**src/common/tcp_pkg.sv**
```systemverilog
// Constants shared by the 16-bit CLEAR_ON_MATCH_MODE / fast PWM timer.
package tcp_pkg;

  localparam int unsigned DATA_W = 32;
  localparam int unsigned ADDR_W = 8;
  localparam int unsigned CNT_W = 16;
  localparam int unsigned NCH = 2;
  localparam int unsigned PRE_W = 10;

  // Register byte addresses.
  localparam logic [7:0] ADDR_CTRL = 8'h00;
  localparam logic [7:0] ADDR_COUNT = 8'h04;
  localparam logic [7:0] ADDR_CMPA = 8'h08;
  localparam logic [7:0] ADDR_CMPB = 8'h0c;
  localparam logic [7:0] ADDR_CAPT = 8'h10;
  localparam logic [7:0] ADDR_FLAGS = 8'h14;

  // Control register fields.
  localparam int unsigned CTRL_MODE_LSB = 0;
  localparam int unsigned CTRL_ACTA_LSB = 4;
  localparam int unsigned CTRL_ACTB_LSB = 6;
  localparam int unsigned CTRL_CSEL_LSB = 8;
  localparam int unsigned CTRL_DIRA_BIT = 12;
  localparam int unsigned CTRL_DIRB_BIT = 13;
  localparam int unsigned CTRL_PORTA_BIT = 14;
  localparam int unsigned CTRL_PORTB_BIT = 15;
  localparam int unsigned CTRL_W = 16;
  localparam logic [15:0] CTRL_RESET = 16'h0000;

  // Flag register bits; software clears by writing one.
  localparam int unsigned FLG_OVF = 0;
  localparam int unsigned FLG_CMPA = 1;
  localparam int unsigned FLG_CMPB = 2;
  localparam int unsigned FLG_CAPT = 3;
  localparam int unsigned FLG_W = 4;
  localparam int unsigned WAVE_RD_LSB = 8;

  // Waveform mode codes.
  localparam logic [3:0] MODE_CTC_CMPA = 4'h4;
  localparam logic [3:0] MODE_FPWM_8 = 4'h5;
  localparam logic [3:0] MODE_FPWM_9 = 4'h6;
  localparam logic [3:0] MODE_FPWM_10 = 4'h7;
  localparam logic [3:0] MODE_CTC_CAPT = 4'hc;
  localparam logic [3:0] MODE_FPWM_CAPT = 4'he;
  localparam logic [3:0] MODE_FPWM_CMPA = 4'hf;

  localparam logic [15:0] TOP_8 = 16'h00ff;
  localparam logic [15:0] TOP_9 = 16'h01ff;
  localparam logic [15:0] TOP_10 = 16'h03ff;
  localparam logic [15:0] CNT_MAX = 16'hffff;
  localparam logic [15:0] CNT_BOTTOM = 16'h0000;

  // Output action codes.
  localparam logic [1:0] ACT_NONE = 2'h0;
  localparam logic [1:0] ACT_TOGGLE = 2'h1;
  localparam logic [1:0] ACT_CLEAR = 2'h2;
  localparam logic [1:0] ACT_SET = 2'h3;

  // Prescale selections and the terminal count of each.
  localparam logic [2:0] CSEL_STOP = 3'h0;
  localparam logic [2:0] CSEL_DIV1 = 3'h1;
  localparam logic [2:0] CSEL_DIV8 = 3'h2;
  localparam logic [2:0] CSEL_DIV64 = 3'h3;
  localparam logic [2:0] CSEL_DIV256 = 3'h4;
  localparam logic [2:0] CSEL_DIV1024 = 3'h5;
  localparam logic [9:0] LIM_DIV1 = 10'h000;
  localparam logic [9:0] LIM_DIV8 = 10'h007;
  localparam logic [9:0] LIM_DIV64 = 10'h03f;
  localparam logic [9:0] LIM_DIV256 = 10'h0ff;
  localparam logic [9:0] LIM_DIV1024 = 10'h3ff;

  // Clock of the block, in ns.
  localparam int unsigned CLK_PERIOD_NS = 25;

endpackage

```
**src/rtl/tcp_prescale.sv**
```systemverilog
// Prescaler that issues the timer clock enable once every N I/O clocks.
`timescale 1ns/1ps
module tcp_prescale
  import tcp_pkg::*;
(
  input wire logic clk_sys,
  input wire logic rst_n,
  input wire logic [2:0] sel,
  output logic tick
);

  typedef struct packed {
    logic [PRE_W-1:0] cnt;
  } tcp_pre_state_t;

  tcp_pre_state_t s_q;
  tcp_pre_state_t s_d;
  logic [PRE_W-1:0] lim;

  always_comb begin
    case (sel)
      CSEL_DIV1: lim = LIM_DIV1;
      CSEL_DIV8: lim = LIM_DIV8;
      CSEL_DIV64: lim = LIM_DIV64;
      CSEL_DIV256: lim = LIM_DIV256;
      CSEL_DIV1024: lim = LIM_DIV1024;
      default: lim = LIM_DIV1024;
    endcase
  end

  // A stopped or reserved selection gives no tick at all.
  assign tick = (sel != CSEL_STOP) && (sel <= CSEL_DIV1024) &&
                (s_q.cnt >= lim);

  always_comb begin
    s_d = s_q;
    if (sel == CSEL_STOP || tick) begin
      s_d.cnt = '0;
    end else begin
      s_d.cnt = PRE_W'(s_q.cnt + 1'b1);
    end
  end

  always_ff @(posedge clk_sys) begin
    if (!rst_n) begin
      s_q <= '0;
    end else begin
      s_q <= s_d;
    end
  end

endmodule // tcp_prescale

```
**src/rtl/tcp_timer16.sv**
```systemverilog
// 16-bit timer with clear-on-match and fast PWM waveform generation.
//
// Summary of operation
// - Modes 4/12: clear count on TOP match.
// - CLEAR_ON_MATCH_MODE: TOP match sets compare A/capture flag.
// - CLEAR_ON_MATCH_MODE TOP unbuffered; low TOP wraps via 0xFFFF.
// - CLEAR_ON_MATCH_MODE action 1 toggles output A on match.
// - Pin shows output only when direction is one.
// - CLEAR_ON_MATCH_MODE toggle period 2*N*(1+TOP) clocks.
// - Timer tick every 1/8/64/256/1024 clocks.
// - CLEAR_ON_MATCH_MODE overflow flag on MAX to zero.
// - Modes 5,6,7,14,15 count up only.
// - Fast PWM TOP: fixed, capture or compare A.
// - Fast PWM clears count tick after TOP.
// - Action 2 clear-match/set-bottom; 3 reverse.
// - Fast PWM overflow flag at TOP clear.
// - Fast PWM TOP flag with overflow flag.
// - Compare equal sets channel match flag.
// - Fixed TOP masks written compare bits.
// - Fast PWM capture TOP unbuffered, wraps.
// - Fast PWM compare buffered, loaded at TOP.
// - Compare zero spikes; compare TOP constant.
// - Fast PWM toggle only on output A in mode 15.
// - Fast PWM period N*(1+TOP) clocks.
// - Action zero leaves output state unchanged.
// - Nonzero action overrides port output value.
//
// The APB register port and the placing of the registers are this design's own decisions.
`timescale 1ns/1ps
module tcp_timer16
  import tcp_pkg::*;
(
  input wire logic clk_sys,
  input wire logic rst_n,
  input wire logic psel,
  input wire logic penable,
  input wire logic pwrite,
  input wire logic [tcp_pkg::ADDR_W-1:0] paddr,
  input wire logic [tcp_pkg::DATA_W-1:0] pwdata,
  output logic [tcp_pkg::DATA_W-1:0] prdata,
  output logic pready,
  output logic pslverr,
  output logic wave_a_o,
  output logic wave_a_oe,
  output logic wave_b_o,
  output logic wave_b_oe
);
  import tcp_pkg::*;

  typedef struct packed {
    logic [CTRL_W-1:0] ctrl;
    logic [CNT_W-1:0] cnt;
    logic [NCH-1:0][CNT_W-1:0] cmp_buf;
    logic [NCH-1:0][CNT_W-1:0] cmp_act;
    logic [CNT_W-1:0] capt;
    logic [FLG_W-1:0] flags;
    logic [NCH-1:0] wave;
    logic [DATA_W-1:0] rdata;
  } tcp_state_t;

  tcp_state_t s_q;
  tcp_state_t s_d;
  logic tick;
  logic [3:0] mode;
  logic [NCH-1:0][1:0] action;
  logic [CNT_W-1:0] top;
  logic fast;
  logic clear_on_match_mode;
  logic at_top;
  logic acc;
  logic wr;
  logic mapped;

  // Fast PWM: single slope, TOP restarts the count at BOTTOM.
  function automatic logic is_fast(input logic [3:0] m);
    is_fast = (m == MODE_FPWM_8) || (m == MODE_FPWM_9) ||
              (m == MODE_FPWM_10) || (m == MODE_FPWM_CAPT) ||
              (m == MODE_FPWM_CMPA);
  endfunction

  function automatic logic is_fixed(input logic [3:0] m);
    is_fixed = (m == MODE_FPWM_8) || (m == MODE_FPWM_9) ||
               (m == MODE_FPWM_10);
  endfunction

  function automatic logic [CNT_W-1:0] top_of(
    input logic [3:0] m,
    input logic [CNT_W-1:0] cmpa,
    input logic [CNT_W-1:0] cap
  );
    case (m)
      MODE_CTC_CMPA: top_of = cmpa;
      MODE_CTC_CAPT: top_of = cap;
      MODE_FPWM_8: top_of = TOP_8;
      MODE_FPWM_9: top_of = TOP_9;
      MODE_FPWM_10: top_of = TOP_10;
      MODE_FPWM_CAPT: top_of = cap;
      MODE_FPWM_CMPA: top_of = cmpa;
      default: top_of = CNT_MAX;
    endcase
  endfunction

  function automatic logic mapped_addr(input logic [ADDR_W-1:0] a);
    mapped_addr = (a == ADDR_CTRL) || (a == ADDR_COUNT) ||
                  (a == ADDR_CMPA) || (a == ADDR_CMPB) ||
                  (a == ADDR_CAPT) || (a == ADDR_FLAGS);
  endfunction

  tcp_prescale u_prescale (
    .clk_sys(clk_sys),
    .rst_n(rst_n),
    .sel(s_q.ctrl[CTRL_CSEL_LSB +: 3]),
    .tick(tick)
  );

  assign mode = s_q.ctrl[CTRL_MODE_LSB +: 4];
  assign action[0] = s_q.ctrl[CTRL_ACTA_LSB +: 2];
  assign action[1] = s_q.ctrl[CTRL_ACTB_LSB +: 2];
  // TOP is read from the active compare A value, so a CLEAR_ON_MATCH_MODE write takes
  // effect at once while a fast PWM write waits for the buffer load.
  assign top = top_of(mode, s_q.cmp_act[0], s_q.capt);
  assign fast = is_fast(mode);
  assign clear_on_match_mode = (mode == MODE_CTC_CMPA) || (mode == MODE_CTC_CAPT);
  assign at_top = (clear_on_match_mode || fast) && (s_q.cnt == top);

  // Zero wait states: read data is latched in the setup cycle.
  assign acc = psel && penable;
  assign wr = acc && pwrite;
  assign mapped = mapped_addr(paddr);
  assign pready = 1'b1;
  assign pslverr = acc && !mapped;
  assign prdata = s_q.rdata;

  always_comb begin
    logic [FLG_W-1:0] set;
    logic [FLG_W-1:0] clr;
    logic [CNT_W-1:0] wdat;
    logic match;
    set = '0;
    clr = '0;
    wdat = pwdata[CNT_W-1:0];
    match = 1'b0;
    s_d = s_q;

    if (tick) begin
      if (at_top) begin
        s_d.cnt = CNT_BOTTOM;
      end else begin
        // A TOP below the count is missed and the count wraps.
        s_d.cnt = CNT_W'(s_q.cnt + 1'b1);
      end
      if (fast) begin
        if (at_top) begin
          set[FLG_OVF] = 1'b1;
          s_d.cmp_act = s_q.cmp_buf;
        end
      end else if (s_q.cnt == CNT_MAX) begin
        set[FLG_OVF] = 1'b1;
      end
      if (at_top && (mode == MODE_CTC_CAPT ||
                     mode == MODE_FPWM_CAPT)) begin
        set[FLG_CAPT] = 1'b1;
      end
      if (at_top && (mode == MODE_CTC_CMPA ||
                     mode == MODE_FPWM_CMPA)) begin
        set[FLG_CMPA] = 1'b1;
      end
      for (int ch = 0; ch < NCH; ch++) begin
        match = (s_q.cnt == s_q.cmp_act[ch]);
        if (match) begin
          set[FLG_CMPA + ch] = 1'b1;
        end
        if (!fast) begin
          if (match) begin
            case (action[ch])
              ACT_TOGGLE: s_d.wave[ch] = !s_q.wave[ch];
              ACT_CLEAR: s_d.wave[ch] = 1'b0;
              ACT_SET: s_d.wave[ch] = 1'b1;
              default: s_d.wave[ch] = s_q.wave[ch];
            endcase
          end
        end else if (at_top && action[ch][1]) begin
          // The BOTTOM action wins over a match at TOP, which keeps a
          // compare value equal to TOP at a constant level.
          s_d.wave[ch] = !action[ch][0];
        end else if (match) begin
          case (action[ch])
            ACT_TOGGLE: begin
              if (ch == 0 && mode == MODE_FPWM_CMPA) begin
                s_d.wave[ch] = !s_q.wave[ch];
              end
            end
            ACT_CLEAR: s_d.wave[ch] = 1'b0;
            ACT_SET: s_d.wave[ch] = 1'b1;
            default: s_d.wave[ch] = s_q.wave[ch];
          endcase
        end
      end
    end

    if (wr) begin
      case (paddr)
        ADDR_CTRL: s_d.ctrl = pwdata[CTRL_W-1:0];
        ADDR_COUNT: s_d.cnt = wdat;
        ADDR_CMPA, ADDR_CMPB: begin
          if (is_fixed(mode)) begin
            wdat = wdat & top;
          end
          if (paddr == ADDR_CMPA) begin
            s_d.cmp_buf[0] = wdat;
            if (!fast) begin
              s_d.cmp_act[0] = wdat;
            end
          end else begin
            s_d.cmp_buf[1] = wdat;
            if (!fast) begin
              s_d.cmp_act[1] = wdat;
            end
          end
        end
        ADDR_CAPT: s_d.capt = wdat;
        ADDR_FLAGS: clr = pwdata[FLG_W-1:0];
        default: s_d.ctrl = s_q.ctrl;
      endcase
    end
    // A flag set by the timer in the clearing cycle stays set.
    s_d.flags = (s_q.flags & ~clr) | set;

    if (psel && !penable && !pwrite) begin
      s_d.rdata = '0;
      case (paddr)
        ADDR_CTRL: s_d.rdata[CTRL_W-1:0] = s_q.ctrl;
        ADDR_COUNT: s_d.rdata[CNT_W-1:0] = s_q.cnt;
        ADDR_CMPA: s_d.rdata[CNT_W-1:0] = s_q.cmp_buf[0];
        ADDR_CMPB: s_d.rdata[CNT_W-1:0] = s_q.cmp_buf[1];
        ADDR_CAPT: s_d.rdata[CNT_W-1:0] = s_q.capt;
        ADDR_FLAGS: begin
          s_d.rdata[FLG_W-1:0] = s_q.flags;
          s_d.rdata[WAVE_RD_LSB +: NCH] = s_q.wave;
        end
        default: s_d.rdata = '0;
      endcase
    end
  end

  always_ff @(posedge clk_sys) begin
    if (!rst_n) begin
      s_q <= '0;
      s_q.ctrl <= CTRL_RESET;
    end else begin
      s_q <= s_d;
    end
  end

  // Pin drivers: the waveform takes over the port value only when its
  // action is nonzero; direction always comes from the direction bit.
  assign wave_a_o = (action[0] != ACT_NONE) ? s_q.wave[0] :
                    s_q.ctrl[CTRL_PORTA_BIT];
  assign wave_b_o = (action[1] != ACT_NONE) ? s_q.wave[1] :
                    s_q.ctrl[CTRL_PORTB_BIT];
  assign wave_a_oe = s_q.ctrl[CTRL_DIRA_BIT];
  assign wave_b_oe = s_q.ctrl[CTRL_DIRB_BIT];

endmodule // tcp_timer16

```
**config.mk**
```make
export PLATFORM = sky130hd
export DESIGN_NAME = tcp_timer16
export DESIGN_NICKNAME = d
export VERILOG_FILES = /design/src/common/tcp_pkg.sv /design/src/rtl/tcp_prescale.sv /design/src/rtl/tcp_timer16.sv
export SDC_FILE = /design/constraint.sdc
export NUM_CORES = 1
export LEC_CHECK = 0
export ABC_AREA = 1
export ABC_CLOCK_PERIOD_IN_PS = 5400
export BUFFER_PORTS_ARGS = -buffer_cell sky130_fd_sc_hd__buf_2
export CAP_MARGIN = 25
export CORE_ASPECT_RATIO = 0.9
export CORE_MARGIN = 1
export CORE_UTILIZATION = 37
export DETAILED_ROUTE_END_ITERATION = 8
export GPL_TIMING_DRIVEN = 1
export PLACE_DENSITY = 0.56
export RECOVER_POWER = 25
export SYNTH_ARGS = -nofsm -noshare
export SYNTH_HDL_FRONTEND = slang
export SYNTH_SLANG_ARGS = --single-unit
```
**constraint.sdc**
```tcl
create_clock -name clk_sys -period 5.4 [get_ports clk_sys]
set_input_delay 0.54 -clock clk_sys [delete_from_list [all_inputs] [get_ports clk_sys]]
set_output_delay 0.54 -clock clk_sys [all_outputs]
set_load 0.01 [all_outputs]
```
==> results of run 1 <==
[layout by cell type (no fill, tap or decap), drive strengths merged]
cell        n
a2111oi     1
a211oi      7
a21oi     114
a221oi     10
a41oi       3
buf        42
bufinv      1
clkbuf     39
clkinv      6
clkinvlp    2
conb       17
dfxtp     144
ha         12
inv       150
nand2     271
nand3      65
nand3b      1
nand4      31
nor2      115
nor3       10
nor3b       2
nor4        4
o2111ai     2
o211ai      2
o21a        2
o21ai     130
o21bai      2
o221ai      2
o22ai      15
o311ai      1
o31ai       1
or2         1
or3         1
xnor2       5
xor2       34
[area by class of cell]
| type | count | area [sq um] | share of cell area, % |
|---|---|---|---|
| Clock buffer | 17 | 425 | 4.73 |
| Clock inverter | 15 | 148 | 1.64 |
| Inverter | 144 | 541 | 6.01 |
| Multi-Input combinational cell | 861 | 4310 | 47.9 |
| Sequential cell | 144 | 2880 | 32.0 |
| Tap cell | 291 | 364 | 4.05 |
| Timing Repair Buffer | 64 | 327 | 3.63 |
[Yosys cell counts, drive strengths merged]
cell type    n
xnor2        5
nor3b        2
o21ai      130
o311ai       1
nand4       31
a21oi      114
a2111oi      1
o211ai       2
xor2        34
ha          12
inv        142
a41oi        3
clkbuf      39
a221oi      10
o221ai       2
o2111ai      2
conb         2
or2          1
nand2      271
nand3b       1
nor2       115
a211oi       7
o31ai        1
or3          1
nor3        10
nor4         4
clkinv       2
nand3       65
dfxtp      144
o22ai       15
o21bai       2
buf         49
o21a         2
[through the flow]
stage                     instance area [sq um]  worst slack [ps]  power [mW]
after floorplan                            8230              2880        1.16
after global placement                     8460              1620        1.19
after detailed placement                   8460              1610        1.19
after CTS                                  9030              1620        2.37
after global routing                       9000              1200        2.42
final                                      9000              1550        2.36
[layer usage]
metal / routed length (um) / track usage [%] / vias to the layer above
li1: - / - / 3995
met1: 13100 / 38.5 / 3870
met2: 13100 / 42.1 / 477
met3: 3370 / 6.49 / 83
met4: 1390 / 13.8 / 0
met5: 0 / 0 / -
[worst min path at each step]
stage | from | to | slack (ps)
finish | pwdata[5] | s_q[123] | 380
global route | pwdata[5] | s_q[123] | 400
CTS | pwdata[5] | s_q[123] | 390
detailed placement | u_prescale.s_q[0] | u_prescale.s_q[0] | 460
global placement | u_prescale.s_q[0] | u_prescale.s_q[0] | 450
floorplan | u_prescale.s_q[0] | u_prescale.s_q[0] | 430
[state kept, by name, indices dropped and copies added (netlist names)]
signal	flops
u_prescale.s_q	10
mode	4
s_q	108
wave_a_oe	1
wave_b_oe	1
prdata	16
action	4
[worst register-to-register path, cell delays in order (launching register included)]
cell and delay [ps]:
dfxtp_1 440, nor2_1 110, nor2_1 190, inv_1 80
a21oi_1 290, ha_1 300, a21oi_1 120, o21ai_0 90
nand2_1 70, nand4_1 260, nand2_1 180, clkinv_1 390
nand4_4 520, buf_4 390, nand2_1 100, nand3_1 90
a21oi_1 90
[power breakdown]
group          internal [mW]  switching (mW)
Sequential              1.07         0.00447
Clock                  0.648           0.548
Combinational         0.0240          0.0714
Total                   1.74           0.624
[kinds of logic (layout without fill, tap and decap cells)]
group | Yosys count | after routing | share of synthesized area, %
xor+xnor | 39 | 39 | 4.18
buf+inv | 232 | 240 | 12.6
other cells | 2 | 17 | 0.0919
fa+ha+maj | 12 | 12 | 1.84
flops | 144 | 144 | 35.3
compound gates | 292 | 292 | 19.5
simple gates | 501 | 501 | 26.5
==> run summary, run 1 <==
The flow ran to the end, and the final reports show no timing, DRC or antenna violations. For this design, the sink count on the clock tree is 144. Derived from the worst setup path, the maximum achievable clock frequency is 260 MHz. By area the synthesized netlist is led by dfxtp_1, nand2_1, o21ai_0. The total routing usage reported by global routing came out at 28.4%. STA classifies the critical path startpoint as a flip-flop. The number of input and output port buffers inserted came out at 49.

Cells with a size suffix above 1 make up 7.87% of the layout. The initial antenna violation count is 1. Measured against its own limit, the worst slew margin works out to 24.4%. The area of the core came out at 21600 sq um. The total leakage power is 3.88 nW. The worst path buffer plus inverter count came out at 3. The pin count of the biggest net entering global routing is 57.

The repair_antennas step left the layout with diodes totalling 0. The setup TNS after final layout came out at 0 ps. The clock transition at the register clock pins on the worst setup and hold paths after CTS came out at 70 ps. Counting tap cells, the placed design contains a total of 1504 instances. The pre-antenna-repair detailed-routing pass consisted of 6 iterations.

The total of cells resized after clock tree synthesis is 0. The critical path in this run is classified as reg2reg. The final critical-path required period came out at 3850 ps.

At the pin with the least slew margin, the transition time is 1130 ps. The floorplan die area is 22700 sq um. Data arrives at the worst endpoint at 4130 ps. The number of max-capacitance violations reported came out at 0. The initial core utilization came out at 37.8%.

The critical path starts at s_q[143]. The total of warnings raised by yosys came out at 0. The final setup skew came out at 11.6 ps.

The cell with the largest stage delay on the worst path is nand4_4. The largest stage delay on the critical path came out at 510 ps. The hold violation total from the final report is 0.

The post-route non-filler standard cell count is 1536. The critical path depth came out at 16. The total congestion overflow came out at 0. Setup repair after global routing left no endpoint under its margin. The total power divided by cell area is 263 nW/um^2. The portion of synthesized cell area occupied by the leading cell type is 35.3%. The floorplan has 51 rows. The first global-routing pass estimated 46.2 mm of wire. The end point of the critical path is s_q[83].

The number of max-slew violations in the final report came out at 0. TritonCTS built the clock tree. The via count of the first global-routing pass was 7458. The data required time of the critical path came out at 5690 ps. The post-route clock period utilization is 71.2%. Setup violations remaining at the end of the flow were counted as 0. For this run, design rule violations remaining after detail routing come to 0.

The worst register-to-register path ends at s_q[83]. The number of buffers on the longest clock path is 2. The critical path goes through nor2_1, nor2_1, inv_1, a21oi_1, ha_1, a21oi_1, o21ai_0, nand2_1, nand4_1, nand2_1, clkinv_1, nand4_4, buf_4, nand2_1, nand3_1, a21oi_1.

The number of different library cells used by synthesis comes to 45. The layout filler cell count came out at 2323. The root buffer selected by CTS is clkbuf_16. The flip-flop and latch count after synthesis came out at 144.

The number of buffers inserted during clock tree synthesis is 17. The post-synthesis to final-layout area growth came out at 10.1%. Once detail routing completed, the nets flagged for antenna violations numbered 0. The count of nets after finishing came out at 1289. STA classifies the critical path endpoint as a flip-flop.

The mean post-synth cell area is 6.69 sq um. The number of buffers added for setup after CTS came out at 0. The number of I/O pins came out at 83. The gate count of the mapped netlist came out at 1222.

The insertion delay to the later sink of the worst-skew pair came out at 440 ps. Routability-driven placement finished with a final weighted congestion of 0.953. The combined area of all synthesized cells is 8170 sq um. Across the VDD grid, the largest voltage drop is 165 uV. The worst hold margin came out at 384 ps.

The core occupancy in the finished layout is 41.6%. Along the worst path, the maximum fanout reaches 26. For this block, the initial DRC count from the detailed router was 1078. For this run, the register share of the synthesized area comes to 35.3%. The die width is 159 um. The total via count in the routed design came out at 8425. The slack of the worst reg-to-reg path is 1550 ps. The y dimension of the die came out at 143 um. The routed design has 31.0 mm of wire. The worst hold path belongs to the class in2reg. The wire length per cell came out at 20.2 um. The number of hold buffers added after CTS came out at 0. The maximum level of the CTS H-tree came out at 4. The number of cells on the worst reg-to-reg path is 16.

The biggest area contributor in the post-synthesis netlist is dfxtp_1. The routed via count divided by cell count is 5.49. The worst hold path passes through 3 cells.

The top cell family by delay on the critical path is simple AND/OR/NAND/NOR gates. In this run the critical register-to-register path is launched from s_q[143]. The HPWL reported at the end of detailed placement came out at 21.8 mm.
Note: power is estimated with default switching activity, not from simulation.
==> run 2, diff against run 1 <==
ABC_CLOCK_PERIOD_IN_PS = 3100   (was 5400)
PLACE_DENSITY = 0.58   (was 0.56)
clock period = 3.1 ns   (was 5.4 ns; I/O delays follow)
==> run 2 against run 1 <==
- critical path depth down 1
- sequential share of layout area is 0.68 points lower
- clock-buffer cell count increased by 4
- die area is the same
- final cell count is 1.0% higher
- maximum frequency up 33%
- register-to-register slack worse by 1300 ps
- first-iteration DRC count grew 3.3%
- critical endpoint unchanged
- highest routed layer unchanged
==> run summary, run 2 (synthesis gave the netlist of run 1 again) <==
Status: completed (unchanged). The kind of path behind the tightest hold check is in2reg (unchanged). The core occupancy in the finished layout came out at 42.5% (was 41.6%). The die width came out at 159 um (unchanged). The final critical-path required period is 2890 ps (was 3850 ps). The setup TNS after final layout came out at 0 ps (unchanged). The total length of routed wires came out at 30.3 mm (was 31.0 mm). The final setup skew is 13.1 ps (was 11.6 ps). The number of sinks on the clock net is 144 (unchanged). The layout cell share with drive strength beyond 1 is 9.05% (was 7.87%). The category of the critical setup timing path is reg2reg (unchanged). Top library cells by usage in the layout, fill and taps aside: nand2_1, dfxtp_1, inv_1 (unchanged). The number of buffers on the longest clock path came to 2 (unchanged).

The number of max-slew violations in the final report came out at 0 (unchanged). The routability-driven placement congestion ratio came to 0.951 (was 0.953). The DRC violation count after routing was 0 (unchanged). The wire length per cell is 19.5 um (was 20.2 um). The proportion of power drawn by flip-flops and latches is 44.2% (was 45.4%). The type of origin of the critical path is a flip-flop (unchanged). The HPWL reported at the end of detailed placement is 21.8 mm (about the same). The total congestion overflow is 0 (unchanged). The number of input and output port buffers inserted is 49 (unchanged). The pin count of the biggest net entering global routing came to 93 (was 57).

The switching fraction of total power came out at 24.7% (was 26.4%). The number of I/O pins is 83 (unchanged). The total via count in the routed design is 8432 (was 8425). The total leakage power is 4.00 nW (was 3.88 nW). The internal power was 3.18 mW (was 1.74 mW). The number of buffers inserted during clock tree synthesis is 17 (unchanged).

The global-route wire length before repair is 45.3 mm (was 46.2 mm). The most common cell after layout, fill and taps aside was nand2_1 (unchanged). The headroom to the max-slew limit came out at 21.1% (was 24.4%). The root buffer selected by CTS was clkbuf_16 (unchanged). The initial antenna violation count was 1 (unchanged). The power share of the combinational group is 4.0% (about the same). The total power divided by cell area was 460 nW/um^2 (was 263 nW/um^2). The maximum resistive drop on vdd is 318 uV (was 165 uV).

The detailed-router iteration count before antenna repair is 8 (was 6). The via count of the first global-routing pass is 7351 (was 7458). The insertion delay to the later sink of the worst-skew pair came out at 430 ps (was 440 ps). The worst endpoint data arrival time is 3200 ps (was 4130 ps). The number of flip-flops under the largest register name is 108 (unchanged).

The upper clock frequency limit came to 347 MHz (was 260 MHz). The post-route clock period utilization came to 93.1% (was 71.2%). The number of rows in the core area came out at 51 (unchanged).

The number of max-capacitance violations reported came to 0 (unchanged). The initial core utilization is 37.8% (unchanged). The floorplan die area came out at 22700 sq um (unchanged). The total routing usage reported by global routing came out at 27.5% (was 28.4%). The number of setup violations in the final report came out at 0 (unchanged). The hold violation total from the final report came out at 0 (unchanged). The area of the core is 21600 sq um (unchanged). Setup repair after global routing missed its margin: no (unchanged). The y dimension of the die is 143 um (unchanged). The largest register by flop count is s_q (unchanged). The residual antenna-violating net count after detailed routing is 0 (unchanged). The routed via count divided by cell count came to 5.43 (was 5.49). The maximum level of the CTS H-tree came to 4 (unchanged). The clock transition at the register clock pins on the worst setup and hold paths after CTS was 70 ps (about the same). The transition at the pin with the smallest max-transition slack came out at 1180 ps (was 1130 ps). The data required time of the critical path is 3410 ps (was 5690 ps). The largest fanout on the critical path was 16 (was 26).

The net load switching power came out at 1.04 mW (was 0.624 mW). The proportion of power drawn by the clock network came to 51.8% (was 50.6%). The number of buffers added for setup after CTS is 0 (unchanged). The clock tree from TritonCTS is built (unchanged).

The detailed router's first-iteration violation count came out at 1114 (was 1078). The sort of element at the end of the critical path is a flip-flop (unchanged). The count of nets after finishing came to 1304 (was 1289). The post-synthesis to final-layout area growth was 12.5% (was 10.1%).
run 2: final timing paths:
check | startpoint | endpoint | slack [ps] | cells after the start
min | pwdata[10] | s_q[128] | 170 | 3
min reg2reg | u_prescale.s_q[0] | u_prescale.s_q[0] | 470 | 1
max reg2reg | mode[2] | s_q[83] | 210 | 15
max | mode[2] | s_q[83] | 210 | 15
run 2: area by class of cell:
class,count,area (sq um)
antenna,1,2.50
clock buffer,21,470
clock inverter,11,141
fill,2293,12400
inverter,144,541
multi-input combinational,861,4310
sequential,144,2880
tap,291,364
timing repair buffer,79,478
run 2: metal layers:
| metal | GRT usage [%] | vias up | wire length [um] |
|---|---|---|---|
| li1 | - | 4024 | - |
| met1 | 40.3 | 3845 | 13700 |
| met3 | 6.65 | 49 | 3460 |
| met5 | 0 | - | 0 |
| met4 | 8.10 | 0 | 592 |
| met2 | 39.4 | 514 | 12600 |
run 2: worst max-delay path, stage by stage (launching register included):
cell,delay [ps]
dfxtp_1,480
inv_1,90
nor2_1,150
nand2_1,100
nand2_2,340
nand2_1,130
nand4_1,90
nand2_1,90
nor2_1,150
nand2_1,150
nor2_4,200
nand2_1,200
nor2_1,270
nand3_1,150
nand3_1,100
a21oi_1,60
run 2: per-stage QoR:
stage | area, sq um | std cells | power [mW] | setup WS [ps] | hold WS [ps]
floorplan | 8230 | 1237 | 2.02 | 583 | 430
global placement | 8610 | 1519 | 2.08 | 357 | 455
detailed placement | 8610 | 1519 | 2.08 | 313 | 451
CTS | 9220 | 1551 | 4.24 | 223 | 159
global route | 9190 | 1551 | 4.34 | 27.6 | 177
finish | 9190 | 1552 | 4.22 | 215 | 170
run 2: power by group through the flow:
stage	registers, mW	clock network, mW	logic (mW)
2_1_floorplan	1.91	0	0.118
3_3_place_gp	1.91	0	0.170
3_5_place_dp	1.91	0	0.169
4_1_cts	1.87	2.20	0.170
5_1_grt	1.87	2.29	0.187
6_report	1.87	2.19	0.171
run 2: what timing repair did:
| action | 4_1_cts | 5_1_grt |
|---|---|---|
| hold buffers | 0 | 0 |
| resized for setup | 0 | 1 |
| setup endpoints to repair | 0 | 18 |
